## config.mk

```make
export PLATFORM = sky130hd
export DESIGN_NAME = dword_rotate_mask_unit
export DESIGN_NICKNAME = d
export VERILOG_FILES = /design/src/rotate_mask_pkg.sv /design/src/gpr_file.sv /design/src/dword_rotate_mask_unit.sv
export VERILOG_INCLUDE_DIRS = /design/src
export SDC_FILE = /design/constraint.sdc
export NUM_CORES = 2
export LEC_CHECK = 0
export BUFFER_PORTS_ARGS = -buffer_cell sky130_fd_sc_hd__buf_2
export CORE_MARGIN = 2
export CORE_UTILIZATION = 50
export CTS_CLUSTER_SIZE = 25
export DETAILED_ROUTE_END_ITERATION = 7
export MAX_ROUTING_LAYER = met4
export PLACE_DENSITY = 0.68
export SYNTH_ARGS = -nofsm -noshare
export SYNTH_HDL_FRONTEND = slang
export SYNTH_HIERARCHICAL = 1
export SYNTH_SLANG_ARGS = --single-unit
```

## constraint.sdc

```tcl
create_clock -name clk -period 5.4 [get_ports clk]
set_clock_uncertainty 0.05 [all_clocks]
set_input_delay 0.27 -clock clk [delete_from_list [all_inputs] [get_ports clk]]
set_output_delay 0.27 -clock clk [all_outputs]
set_load 0.01 [all_outputs]
```

## src/rotate_mask_map.svh

```systemverilog
// constants for the doubleword rotate-and-mask unit: offsets, fields, resets
// assumes: included by the package and by the unit; definitions only
`ifndef ROTATE_MASK_MAP_SVH
`define ROTATE_MASK_MAP_SVH

// ===================================================================
// register byte offsets on the avalon slave
`define OFF_CTRL 8'h00
`define OFF_INSN 8'h04
`define OFF_STATUS 8'h08
`define OFF_GPR_SEL 8'h0C
`define OFF_GPR_LO 8'h10
`define OFF_GPR_HI 8'h14
`define OFF_RES_LO 8'h18
`define OFF_RES_HI 8'h1C

// ===================================================================
// control and status bit positions, reset values
`define CTRL_MODE64 0
`define CTRL_SO 1
`define CTRL_RESET 2'h1
`define STS_DONE 0
`define STS_ILLEGAL 1
`define STS_BUSY 2

// ===================================================================
// instruction fields (word bit 31 is instruction bit 0)
`define F_OPC 31:26
`define F_RS 25:21
`define F_RA 20:16
`define F_RB 15:11
`define F_MBE 10:5
`define F_XO4 4:1
`define F_XO3 4:2
`define F_SH5 1
`define F_RC 0
`define OPC_ROTATE 6'h1E
`define XO_REG_CL 4'h8
`define XO_REG_CR 4'h9
`define XO_IMM_CL 3'h0

// ===================================================================
// datapath sizes
`define REG_W 64
`define GPR_COUNT 32
`define IDX_W 5
`define AMT_W 6

`endif

```

## src/rotate_mask_pkg.sv

```systemverilog
// types shared by the rotate-and-mask unit
// assumes: rotate_mask_map.svh is on the include path
package rotate_mask_pkg;
`include "rotate_mask_map.svh"

    // ===============================================================
    // operation and sequencer encodings
    typedef enum logic [1:0] {
        OP_NONE, OP_REG_LEFT, OP_REG_RIGHT, OP_IMM_LEFT
    } op_t;

    typedef enum logic [1:0] {
        ST_IDLE, ST_SRC, ST_AMT, ST_EXEC
    } state_t;

    // ===============================================================
    // decoded instruction and condition field
    typedef struct packed {
        op_t op;
        logic [`IDX_W-1:0] src;
        logic [`IDX_W-1:0] tgt;
        logic [`IDX_W-1:0] amt;
        logic [`AMT_W-1:0] mbe;
        logic [`AMT_W-1:0] imm;
        logic rec;
    } decoded_t;

    typedef struct packed {
        logic lt;
        logic gt;
        logic eq;
        logic so;
    } cr_field_t;
endpackage

```

## src/gpr_file.sv

```systemverilog
// general-purpose register file, one write port and one registered read
// assumes: caller never needs the written word on the same edge it reads
module gpr_file #(
    parameter int WIDTH = 64,
    parameter int DEPTH = 32,
    parameter int AW = 5
) (
    input wire logic clk,
    input wire logic sys_rst,
    input wire logic we,
    input wire logic [AW-1:0] waddr,
    input wire logic [WIDTH-1:0] wdata,
    input wire logic [AW-1:0] raddr,
    output logic [WIDTH-1:0] rdata_q
);
    logic [WIDTH-1:0] mem [DEPTH];

    // ===============================================================
    // storage; no reset on the array so it maps onto ram
    always_ff @(posedge clk) begin
        if (we) begin
            mem[waddr] <= wdata;
        end
    end

    // read data leave a register one edge after the address
    always_ff @(posedge clk) begin
        if (sys_rst) begin
            rdata_q <= '0;
        end else begin
            rdata_q <= mem[raddr];
        end
    end
endmodule

```

## src/dword_rotate_mask_unit.sv

```systemverilog
// doubleword rotate-then-mask execution unit with its register file
// assumes: one clock; software drives it as an avalon-mm master
//
// Chosen here: the Avalon-MM register port and the address map.
`include "rotate_mask_map.svh"

// Notes on behaviour
// RULE1 - opcode 30, xo 8: register clear-left
// RULE2 - opcode 30, xo 9: register clear-right
// RULE3 - opcode 30, xo3 0: immediate clear-left
// RULE4 - register count uses low six bits only
// RULE5 - immediate form rotates by immediate count
// RULE6 - clear-left mask: ones begin..63
// RULE7 - clear-right mask: ones 0..end
// RULE8 - rotated value AND mask to target
// RULE9 - record flag updates condition field zero
// RULE10 - narrow mode raises illegal, no execute
// RULE11 - rotation circular, bit 0 most significant
// RULE12 - immediate amount: bit 30 high, 16-20 low
module dword_rotate_mask_unit
    import rotate_mask_pkg::*;
#(
    parameter int REG_W = `REG_W,
    parameter int REG_COUNT = `GPR_COUNT
) (
    input wire logic clk,
    input wire logic sys_rst,
    input wire logic [7:0] address,
    input wire logic read,
    input wire logic write,
    input wire logic [31:0] writedata,
    input wire logic [3:0] byteenable,
    output logic [31:0] readdata,
    output logic waitrequest
);
    localparam int AMT_W = $clog2(REG_W);
    localparam int IDX_W = $clog2(REG_COUNT);

    // ===============================================================
    // helper functions

    // byte-lane merge for partial avalon writes
    function automatic logic [31:0] be_merge(
        input logic [31:0] old_v,
        input logic [31:0] new_v,
        input logic [3:0] be
    );
        logic [31:0] r;
        r = old_v;
        for (int i = 0; i < 4; i++) begin
            if (be[i]) begin
                r[i*8 +: 8] = new_v[i*8 +: 8];
            end
        end
        return r;
    endfunction

    // instruction decode; shared by the bus path and the checks
    function automatic decoded_t decode(input logic [31:0] w);
        decoded_t d;
        d.op = OP_NONE;
        d.src = w[`F_RS];
        d.tgt = w[`F_RA];
        d.amt = w[`F_RB];
        d.mbe = w[`F_MBE];
        // RULE12 immediate amount assembly
        d.imm = {w[`F_SH5], w[`F_RB]};
        d.rec = w[`F_RC];
        if (w[`F_OPC] == `OPC_ROTATE) begin
            // RULE1 register clear-left decode
            if (w[`F_XO4] == `XO_REG_CL) begin
                d.op = OP_REG_LEFT;
            // RULE2 register clear-right decode
            end else if (w[`F_XO4] == `XO_REG_CR) begin
                d.op = OP_REG_RIGHT;
            // RULE3 immediate clear-left decode
            end else if (w[`F_XO3] == `XO_IMM_CL) begin
                d.op = OP_IMM_LEFT;
            end
        end
        return d;
    endfunction

    // left rotate over the doubled word; msb-first numbering matches
    function automatic logic [REG_W-1:0] rotl(
        input logic [REG_W-1:0] x,
        input logic [AMT_W-1:0] n
    );
        logic [2*REG_W-1:0] t;
        t = {x, x} << n;
        return t[2*REG_W-1:REG_W];
    endfunction

    // ===============================================================
    // state
    state_t st_q, st_d;
    logic waitrequest_q;
    logic [31:0] readdata_q;
    logic [1:0] ctrl_q;
    logic [31:0] insn_q;
    decoded_t dec_q;
    logic [IDX_W-1:0] gpr_sel_q;
    logic [31:0] lo_stage_q;
    logic [REG_W-1:0] src_q;
    logic [REG_W-1:0] result_q;
    cr_field_t cr0_q;
    logic done_q;
    logic illegal_q;
    logic [REG_W-1:0] gpr_rdata;

    // ===============================================================
    // bus decode; requests are taken only while the sequencer idles
    wire logic acc = (read || write) && waitrequest_q && st_q == ST_IDLE;
    wire logic wr_acc = acc && write;
    wire logic rd_acc = acc && read;
    wire logic wr_ctrl = wr_acc && address == `OFF_CTRL;
    wire logic wr_insn = wr_acc && address == `OFF_INSN;
    wire logic wr_status = wr_acc && address == `OFF_STATUS;
    wire logic wr_sel = wr_acc && address == `OFF_GPR_SEL;
    wire logic wr_lo = wr_acc && address == `OFF_GPR_LO;
    wire logic wr_hi = wr_acc && address == `OFF_GPR_HI;

    // instruction word as merged by byte enables, then decoded
    wire logic [31:0] insn_new = be_merge(insn_q, writedata, byteenable);
    wire decoded_t dec_new = decode(insn_new);
    wire logic mode64 = ctrl_q[`CTRL_MODE64];
    wire logic legal_new = dec_new.op != OP_NONE && mode64;

    // RULE10 narrow mode or unknown form traps
    wire logic start = wr_insn && legal_new;
    wire logic trap = wr_insn && !legal_new;

    // ===============================================================
    // execution datapath, evaluated in ST_EXEC
    wire logic exec = st_q == ST_EXEC;
    wire logic [REG_W-1:0] amt_val = gpr_rdata;
    wire logic [REG_W-1:0] all_ones = '1;

    // RULE4 register count from low six bits
    wire logic [AMT_W-1:0] reg_amt = amt_val[AMT_W-1:0];
    // RULE5 immediate form uses the field count
    wire logic [AMT_W-1:0] rot_amt =
        (dec_q.op == OP_IMM_LEFT) ? dec_q.imm : reg_amt;

    // RULE11 circular rotate over the full word
    wire logic [REG_W-1:0] rotated = rotl(src_q, rot_amt);

    // RULE6 ones from begin position to bit 63
    wire logic [REG_W-1:0] mask_left = all_ones >> dec_q.mbe;
    // RULE7 ones from bit 0 to end position
    wire logic [REG_W-1:0] mask_right = ~((all_ones >> dec_q.mbe) >> 1);
    wire logic [REG_W-1:0] mask =
        (dec_q.op == OP_REG_RIGHT) ? mask_right : mask_left;

    // RULE8 masked result goes to the target
    wire logic [REG_W-1:0] wr_data = rotated & mask;

    // condition flags compare the result as a signed word against zero
    wire cr_field_t cr0_new = '{
        lt: wr_data[REG_W-1],
        gt: !wr_data[REG_W-1] && (|wr_data),
        eq: ~|wr_data,
        so: ctrl_q[`CTRL_SO]
    };

    // ===============================================================
    // register file port selection; bus and exec never overlap
    wire logic [IDX_W-1:0] rd_idx =
        (st_q == ST_SRC) ? dec_q.src :
        (st_q == ST_AMT) ? dec_q.amt : gpr_sel_q;
    wire logic [31:0] hi_new =
        be_merge(gpr_rdata[REG_W-1:32], writedata, byteenable);
    wire logic mem_we = exec || wr_hi;
    wire logic [IDX_W-1:0] mem_waddr = exec ? dec_q.tgt : gpr_sel_q;
    wire logic [REG_W-1:0] mem_wdata =
        exec ? wr_data : {hi_new, lo_stage_q};

    gpr_file #(
        .WIDTH(REG_W),
        .DEPTH(REG_COUNT),
        .AW(IDX_W)
    ) u_gpr (
        .clk(clk),
        .sys_rst(sys_rst),
        .we(mem_we),
        .waddr(mem_waddr),
        .wdata(mem_wdata),
        .raddr(rd_idx),
        .rdata_q(gpr_rdata)
    );

    // ===============================================================
    // sequencer: fetch source, fetch amount, execute
    always_comb begin
        st_d = st_q;
        unique case (st_q)
            ST_IDLE: begin
                if (start) begin
                    st_d = ST_SRC;
                end
            end
            ST_SRC: st_d = ST_AMT;
            ST_AMT: st_d = ST_EXEC;
            ST_EXEC: st_d = ST_IDLE;
        endcase
    end

    always_ff @(posedge clk) begin
        if (sys_rst) begin
            st_q <= ST_IDLE;
        end else begin
            st_q <= st_d;
        end
    end

    // ===============================================================
    // avalon answer: waitrequest drops for exactly one edge per request
    always_ff @(posedge clk) begin
        if (sys_rst) begin
            waitrequest_q <= 1'b1;
        end else begin
            waitrequest_q <= !acc;
        end
    end

    // read selection; unmapped addresses read as zero
    wire logic [7:0] status_byte =
        {cr0_q, 1'b0, st_q != ST_IDLE, illegal_q, done_q};
    wire logic [31:0] rd_mux =
        (address == `OFF_CTRL) ? {30'h0, ctrl_q} :
        (address == `OFF_INSN) ? insn_q :
        (address == `OFF_STATUS) ? {24'h0, status_byte} :
        (address == `OFF_GPR_SEL) ? 32'(gpr_sel_q) :
        (address == `OFF_GPR_LO) ? gpr_rdata[31:0] :
        (address == `OFF_GPR_HI) ? gpr_rdata[REG_W-1:32] :
        (address == `OFF_RES_LO) ? result_q[31:0] :
        (address == `OFF_RES_HI) ? result_q[REG_W-1:32] : 32'h0;

    always_ff @(posedge clk) begin
        if (sys_rst) begin
            readdata_q <= 32'h0;
        end else if (rd_acc) begin
            readdata_q <= rd_mux;
        end
    end

    assign waitrequest = waitrequest_q;
    assign readdata = readdata_q;

    // ===============================================================
    // software-written registers
    wire logic [31:0] ctrl_new = be_merge({30'h0, ctrl_q}, writedata,
        byteenable);
    wire logic [31:0] sel_new = be_merge(32'(gpr_sel_q), writedata,
        byteenable);

    always_ff @(posedge clk) begin
        if (sys_rst) begin
            ctrl_q <= `CTRL_RESET;
            gpr_sel_q <= '0;
            lo_stage_q <= 32'h0;
        end else begin
            if (wr_ctrl) ctrl_q <= ctrl_new[1:0];
            if (wr_sel) gpr_sel_q <= sel_new[IDX_W-1:0];
            if (wr_lo) lo_stage_q <= be_merge(lo_stage_q, writedata,
                byteenable);
        end
    end

    // instruction capture; decode is held for the whole sequence
    always_ff @(posedge clk) begin
        if (sys_rst) begin
            insn_q <= 32'h0;
            dec_q <= '0;
        end else if (wr_insn) begin
            insn_q <= insn_new;
            dec_q <= dec_new;
        end
    end

    // source operand is caught two edges after its read address, at the edge that ends ST_AMT
    always_ff @(posedge clk) begin
        if (sys_rst) begin
            src_q <= '0;
        end else if (st_q == ST_AMT) begin
            src_q <= gpr_rdata;
        end
    end

    // ===============================================================
    // results and condition field
    always_ff @(posedge clk) begin
        if (sys_rst) begin
            result_q <= '0;
        end else if (exec) begin
            result_q <= wr_data;
        end
    end

    // RULE9 condition field only on record flag
    always_ff @(posedge clk) begin
        if (sys_rst) begin
            cr0_q <= '0;
        end else if (exec && dec_q.rec) begin
            cr0_q <= cr0_new;
        end
    end

    // sticky flags, write one to clear; a set in the same edge wins
    wire logic clr_done = wr_status && byteenable[0] &&
        writedata[`STS_DONE];
    wire logic clr_ill = wr_status && byteenable[0] &&
        writedata[`STS_ILLEGAL];

    always_ff @(posedge clk) begin
        if (sys_rst) begin
            done_q <= 1'b0;
            illegal_q <= 1'b0;
        end else begin
            done_q <= exec || (done_q && !clr_done);
            // RULE10 illegal instruction flag
            illegal_q <= trap || (illegal_q && !clr_ill);
        end
    end
endmodule

```

After elaboration in Yosys (flattened, before gate mapping)
Memories as Yosys holds them, arrays and structs flattened. A register that Yosys moved wholly into a read port is not among the register bits. Cells that the tools add are included.

Memories kept: 1. Logic and storage cells: 118. Flip-flop bits (word level): 270. Input port bits: 48. Memory bits (writable): 2048. Output and inout port bits: 33.

Memories: u_gpr.mem (words 32, bits a word 64, read ports 1, clocked after memory_dff 1, write ports 1, line gpr_file.sv:16) `logic [WIDTH-1:0] mem [DEPTH];`.

Reduce and logical (&&, ||, !) cells: 42. Equality and inequality tests: 16. Bitwise operators: 2. Shift operators: 2. Muxes and demuxes: 30.

Operators with widths (number): 32-bit two-way mux (8); 64-bit two-way mux (2); 128-bit by 6-bit << shifter with 128-bit output (1); 64-bit AND (1); 8-bit two-way mux (8); 63-bit NOT with 64-bit output (1); 64-bit OR reduction (1); 64-bit by 6-bit right shift with 64-bit output, first input constant (1); 8-bit by 5-bit == test with 1-bit output, second input constant (4); 1-bit logical AND (20); 8-bit by 4-bit == test with 1-bit output, second input constant (2); 5-bit two-way mux (3); 2-bit AND reduction (6); 2-bit two-way mux (5); 2-bit == test, second input constant (4); 4-bit == test, second input constant (2); 8-bit by 3-bit == test with 1-bit output, second input constant (1); 8-bit logical NOT (1); 2-bit one-hot mux with 4 select lines (1); 6-bit by 5-bit == test with 1-bit output, second input constant (1); 1-bit logical NOT (6); 6-bit two-way mux (1); 1-bit logical OR (4); 2-bit nonzero test (2); other kinds (5) (6).

Depth between registers and ports, before layout
Word-level depth: 11. Mapped depth: 15. Mapped depth without buffers: 11.

By module
The synthesis kept the hierarchy.

Modules (own cells, without submodules): gpr_file (cells each 3364, area each 78967.0 um^2, seq. area each 62780.2 um^2, times used 1); dword_rotate_mask_unit (cells each 2376, area each 17117.7 um^2, seq. area each 4844.6 um^2, times used 1).

Worst setup path after synthesis
No wires, ideal clock.

Path kind: input -> register. Start point: in address[0]. End point: mem u_gpr.mem[28][0], enable pin. Data required time: 4.863 ns. Setup slack: -0.290 ns. Stages: 8. Buffers on the path: 2. Arrival: 5.153 ns. Setup time: 0.487 ns. Path through: or4_1 -> nor4_1 -> clkbuf_1 -> nand2_1 -> nand2_1 -> or3b_2 -> clkbuf_1 -> nor2_1.

Cells in the longest elaborated chain, start to end: 5.

Ends and longest elaborated chain: from (decl) (line dword_rotate_mask_unit.sv:28) `input wire logic [7:0] address,`; 8-bit by 5-bit == test with 1-bit output (no source line); 1-bit logical AND (no source line); 1-bit logical OR (line dword_rotate_mask_unit.sv:173) `wire logic mem_we = exec || wr_hi;`; net mem_we (line dword_rotate_mask_unit.sv:173); 1-bit two-way mux (line gpr_file.sv:21) `if (we) begin`; 1-bit two-way mux (implied by the code) (line gpr_file.sv:22) `mem[waddr] <= wdata;`; to (decl) (line gpr_file.sv:16).

The timed path passes the listed nets, and every way through them passes these cells.

Worst setup path after layout
Start point: reg dec_q[28] (netlist name). End point: mem u_gpr.mem[11][5] (data pin).

Cells in the longest elaborated chain, start to end: 5. Elaborated cells between the ends (all ways): 7. Those cells by class: 2 x eq/ne; 1 x shift; 3 x mux; 1 x bitwise.

Ends and longest elaborated chain: from (decl) (line dword_rotate_mask_unit.sv:101) `decoded_t dec_q;`; from (signal assigned) (line dword_rotate_mask_unit.sv:277) `dec_q <= dec_new;`; 2-bit == test (line dword_rotate_mask_unit.sv:143) `(dec_q.op == OP_IMM_LEFT) ? dec_q.imm : reg_amt;`; 6-bit two-way mux (line dword_rotate_mask_unit.sv:143); 128-bit by 6-bit << shifter with 128-bit output (line dword_rotate_mask_unit.sv:90) `t = {x, x} << n;`; 64-bit AND (*) (line dword_rotate_mask_unit.sv:156) `wire logic [REG_W-1:0] wr_data = rotated & mask;`; 64-bit two-way mux (*) (line dword_rotate_mask_unit.sv:176) `exec ? wr_data : {hi_new, lo_stage_q};`; net mem_wdata[5] (line dword_rotate_mask_unit.sv:175) `wire logic [REG_W-1:0] mem_wdata =`.

The timed path passes the listed nets; every way through them passes the cells marked *.

==> flow_metrics.py <==
metrics = {
    "power_and_ir_drop": {
        "p_switching_w": 0.007298,
        "p_clk_share_pct": 44.9,
        "pwr-share-seq_pct": 53.8,
        "combPwrFrac_pct": 1.3,
        "power_density_mw_per_mm2": 334.5,
        "p_int_w": 0.02935,
        "max-vdd-ir-drop_uv": 293.2,
        "switching_share_pct": 19.91,
        "leakagePower_nw": 34.16,
        "total_power_w": 0.03665,
    },
    "yosys": {
        "synth_top_cell_by_area": "edfxtp_1",
        "synth_top_family_by_area": "multiplexers",
        "syn_area_per_cell_um2": 16.74,
        "ys_seq_elements": 2354,
        "yosys.area_share.simple_pct": 5.538,
        "seq_area_frac_synth_pct": 70.38,
        "ys_warn_count": 6,
        "synth-compound-area-share_pct": 7.761,
        "syn_nets": 5792,
        "synth_area_mm2": 0.09608,
        "async_flop_share_pct": 0,
        "yosys_most_used_dff": "edfxtp_1",
        "synthDistinctLibCells": 88,
        "synth_edf_count": 2048,
        "synth_xor_area_share_pct": 0,
        "syn_inst": 5740,
        "synth_fa_ha_area_share_pct": 0.05209,
        "synth_top_area_share_pct": 64.01,
        "synth_area_leaders": "edfxtp_1 (64%), mux4_2 (12%), dfxtp_1 (6.4%)",
        "synth.area.mux_share_pct": 14.12,
    },
    "die": {
        "io_pins": 81,
        "coreArea_mm2": 0.1906,
        "fp-row-count": 160,
        "die_area_mm2": 0.1957,
        "die_x_um": 442.4,
        "die_y_um": 442.4,
        "start_util_pct": 50.42,
    },
    "timing": {
        "period_needed_ns": 4.745,
        "slew-limit-headroom_pct": 10.29,
        "finalSetupViolCount": 0,
        "rsz0062_at_grt": "false",
        "fmax_ghz": 0.2107,
        "hold_ws_ns": 0.09678,
        "timing.final.crit_share_pct": 87.88,
        "worst_slew_pin_slew_ns": 1.340,
        "hold_viol": 0,
        "drv_slew": 0,
    },
    "clock_network": {
        "cts_tree": "done",
        "clk_pin_slew_ns": 0.06,
        "cts_setup_buffers": 0,
        "clock_path_buffers": 3,
        "cts_max_level": 4,
        "numCtsBuffers": 226,
        "worst_skew_pair.late_latency_ns": 0.89,
        "root_buffer": "clkbuf_16",
        "cts.sinks": 2354,
    },
    "outcome": {
        "violations": "design-rule violations",
        "status": "finished with violations",
    },
    "worst_setup_path": {
        "crit_fanout": 49,
        "start_kind": "flip-flop",
        "end_kind": "flip-flop",
        "critPathMaxStageDelay_ns": 0.85,
        "worstSetupPathType": "flip-flop to flip-flop",
        "cp.arrival_ns": 5.19,
        "critPathSlowestCell": "and3_2",
        "cp_common_cell": "o21ai_0",
        "critPathRequiredTime_ns": 5.84,
        "path_cells": "and3_2, o21ai_0, nand3_1, o2111ai_1, o22ai_1, o21ai_0, buf_4, a21boi_1, and2_1, a21o_1",
    },
    "global_routing": {
        "grt_remaining_overflow": 0,
        "grt_use_total_pct": 33.02,
        "grt_max_degree": 201,
        "antenna_found_initial": 18,
        "grt_pass1_vias": 56550,
        "grt_pass1_wl_um": 440400,
    },
    "routing": {
        "vias": 59190,
        "drc_errors": 4,
        "drt_iter0_drc": 8336,
        "vias_per_cell": 6.803,
        "antenna_left": 0,
        "post_drt_wl_per_cell_um": 36.37,
        "wl_um": 316400,
        "drtPass1Iterations": 8,
    },
    "placed_design": {
        "place_inst": 8215,
        "io_buffers": 80,
        "dp_hpwl_um": 192700,
        "place_congestion": 1.005,
    },
    "min_path": {
        "min_path_type": "input pin to flip-flop",
    },
    "finish": {
        "fillers": 14290,
        "multi_input_area_mm2": 0.02699,
        "syn2layout_area_growth_pct": 14.03,
        "drive_above_1_share_pct": 23.20,
        "fin_cells": 8700,
        "final_nets": 6033,
        "register_area_mm2": 0.06762,
    },
    "flow_run": {
        "drv_cap": 0,
    },
}
[kinds of logic after synthesis]
logic type                 Yosys count
and+or+nand+nor                   1147
adders and majority gates            4
DFF                               2354
AOI/OAI and AO/OA                 1096
muxes                              708
buffers and inverters              431
[per-layer routing]
layer / vias to the layer above / routed length (um) / global-route usage (%)
li1: 23850 / - / -
met1: 31000 / 121800 / 44.60
met2: 3629 / 145000 / 49.11
met3: 703 / 30940 / 5.448
met4: 0 / 18630 / 16.18
met5: - / 0 / -
[synth_stat cells (all sizes together), types with 6 or more instances]
library cell	count
nor4	20
mux4	515
edfxtp	2048
nor2b	17
a22o	6
a211oi	32
a22oi	122
and2	30
nand3	334
or2	6
mux2i	169
nand3b	10
o21ai	225
o22a	16
a21o	51
or3	13
buf	181
a222oi	22
nor3	60
a21oi	237
clkbuf	225
a31oi	17
o21bai	25
o2111ai	67
nor3b	7
o211a	9
nor2	285
mux2	24
inv	23
nand2b	12
a221oi	36
a221o	7
nand2	303
o22ai	160
a211o	6
nand4	7
o21a	6
and3	24
a2111oi	20
dfxtp	306
[layout by cell type (no fill, tap or decap), types with 41 or more instances in the layout]
cell type      synthesis  layout
edfxtp_1            2048    2048
mux4_2               515     515
nand3_1              333     332
dfxtp_1              306     306
nand2_1              302     302
nor2_1               285     249
a21oi_1              237     237
clkbuf_16              0     227
buf_4                 37     227
o21ai_0              208     182
mux2i_1              166     166
o22ai_1              160     160
a22oi_1              122     122
buf_2                 82      79
buf_12                 1      63
nor3_1                58      58
clkinv_2               0      56
a21o_1                51      51
dlygate4sd3_1          0      48
clkbuf_1             225      41
[registers in the layout, indices dropped and copies added, names as in the netlist]
register / flops
cr0_q: 4
gpr_sel_q: 5
u_gpr/mem: 2048
ctrl_q: 2
insn_q: 32
src_q: 64
readdata: 32
waitrequest: 1
done_q: 1
illegal_q: 1
u_gpr/rdata_q: 64
lo_stage_q: 32
dec_q: 2
st_q: 2
result_q: 64
[path summary, 6_finish.rpt]
check / to / start / slack [ns] / cells past startpoint
worst max-delay path: u_gpr/mem[11][5] / dec_q[28] / 0.65 / 10
worst min-delay path: readdata[7] / address[3] / 0.1 / 6
worst max register to register: u_gpr/mem[11][5] / dec_q[28] / 0.65 / 10
worst min register to register: lo_stage_q[19] / lo_stage_q[19] / 0.41 / 2
[what timing repair did]
item                                   CTS  global route
gates resized for setup                  0             0
hold buffers                            48             0
endpoints found under the hold margin  189             0
[power by group through the flow]
stage | Sequential (W) | Combinational (W) | Clock [W]
floorplan | 0.0201 | 0.000203 | 0
global placement | 0.0201 | 0.000440 | 0
detailed placement | 0.0201 | 0.000452 | 0
CTS | 0.0197 | 0.000481 | 0.0166
global route | 0.0197 | 0.000515 | 0.0173
finish | 0.0197 | 0.000488 | 0.0164
[area by class of cell]
type                    count  area share (%)
diodes                      9         0.02055
clock buffers             293           5.623
clock inverters           134           1.515
inverters                  25         0.08679
multi-input cells        2955           24.64
flip-flops and latches   2354           61.72
well taps                2511           2.867
repair buffers            419           3.533
[metrics by stage]
step | TNS [ns] | worst slack, ns | area (um2) | utilization [%]
global placement | 0 | 0.7190 | 101200 | 53.12
finish | 0 | 0.6547 | 109600 | 57.49
CTS | 0 | 0.7259 | 109500 | 57.47
floorplan | -146.25 | -0.2899 | 96080 | -
global route | 0 | 0.4124 | 109600 | 57.49
detailed placement | 0 | 0.7362 | 101200 | 53.12
[critical path: cells and delay by family (launching register included)]
family,cells,cell delay (ns)
flops,1,0.33
buf+inv,1,0.14
compound gates,6,2.50
simple gates,3,1.30
No activity file was read; power rests on OpenSTA's default activity.
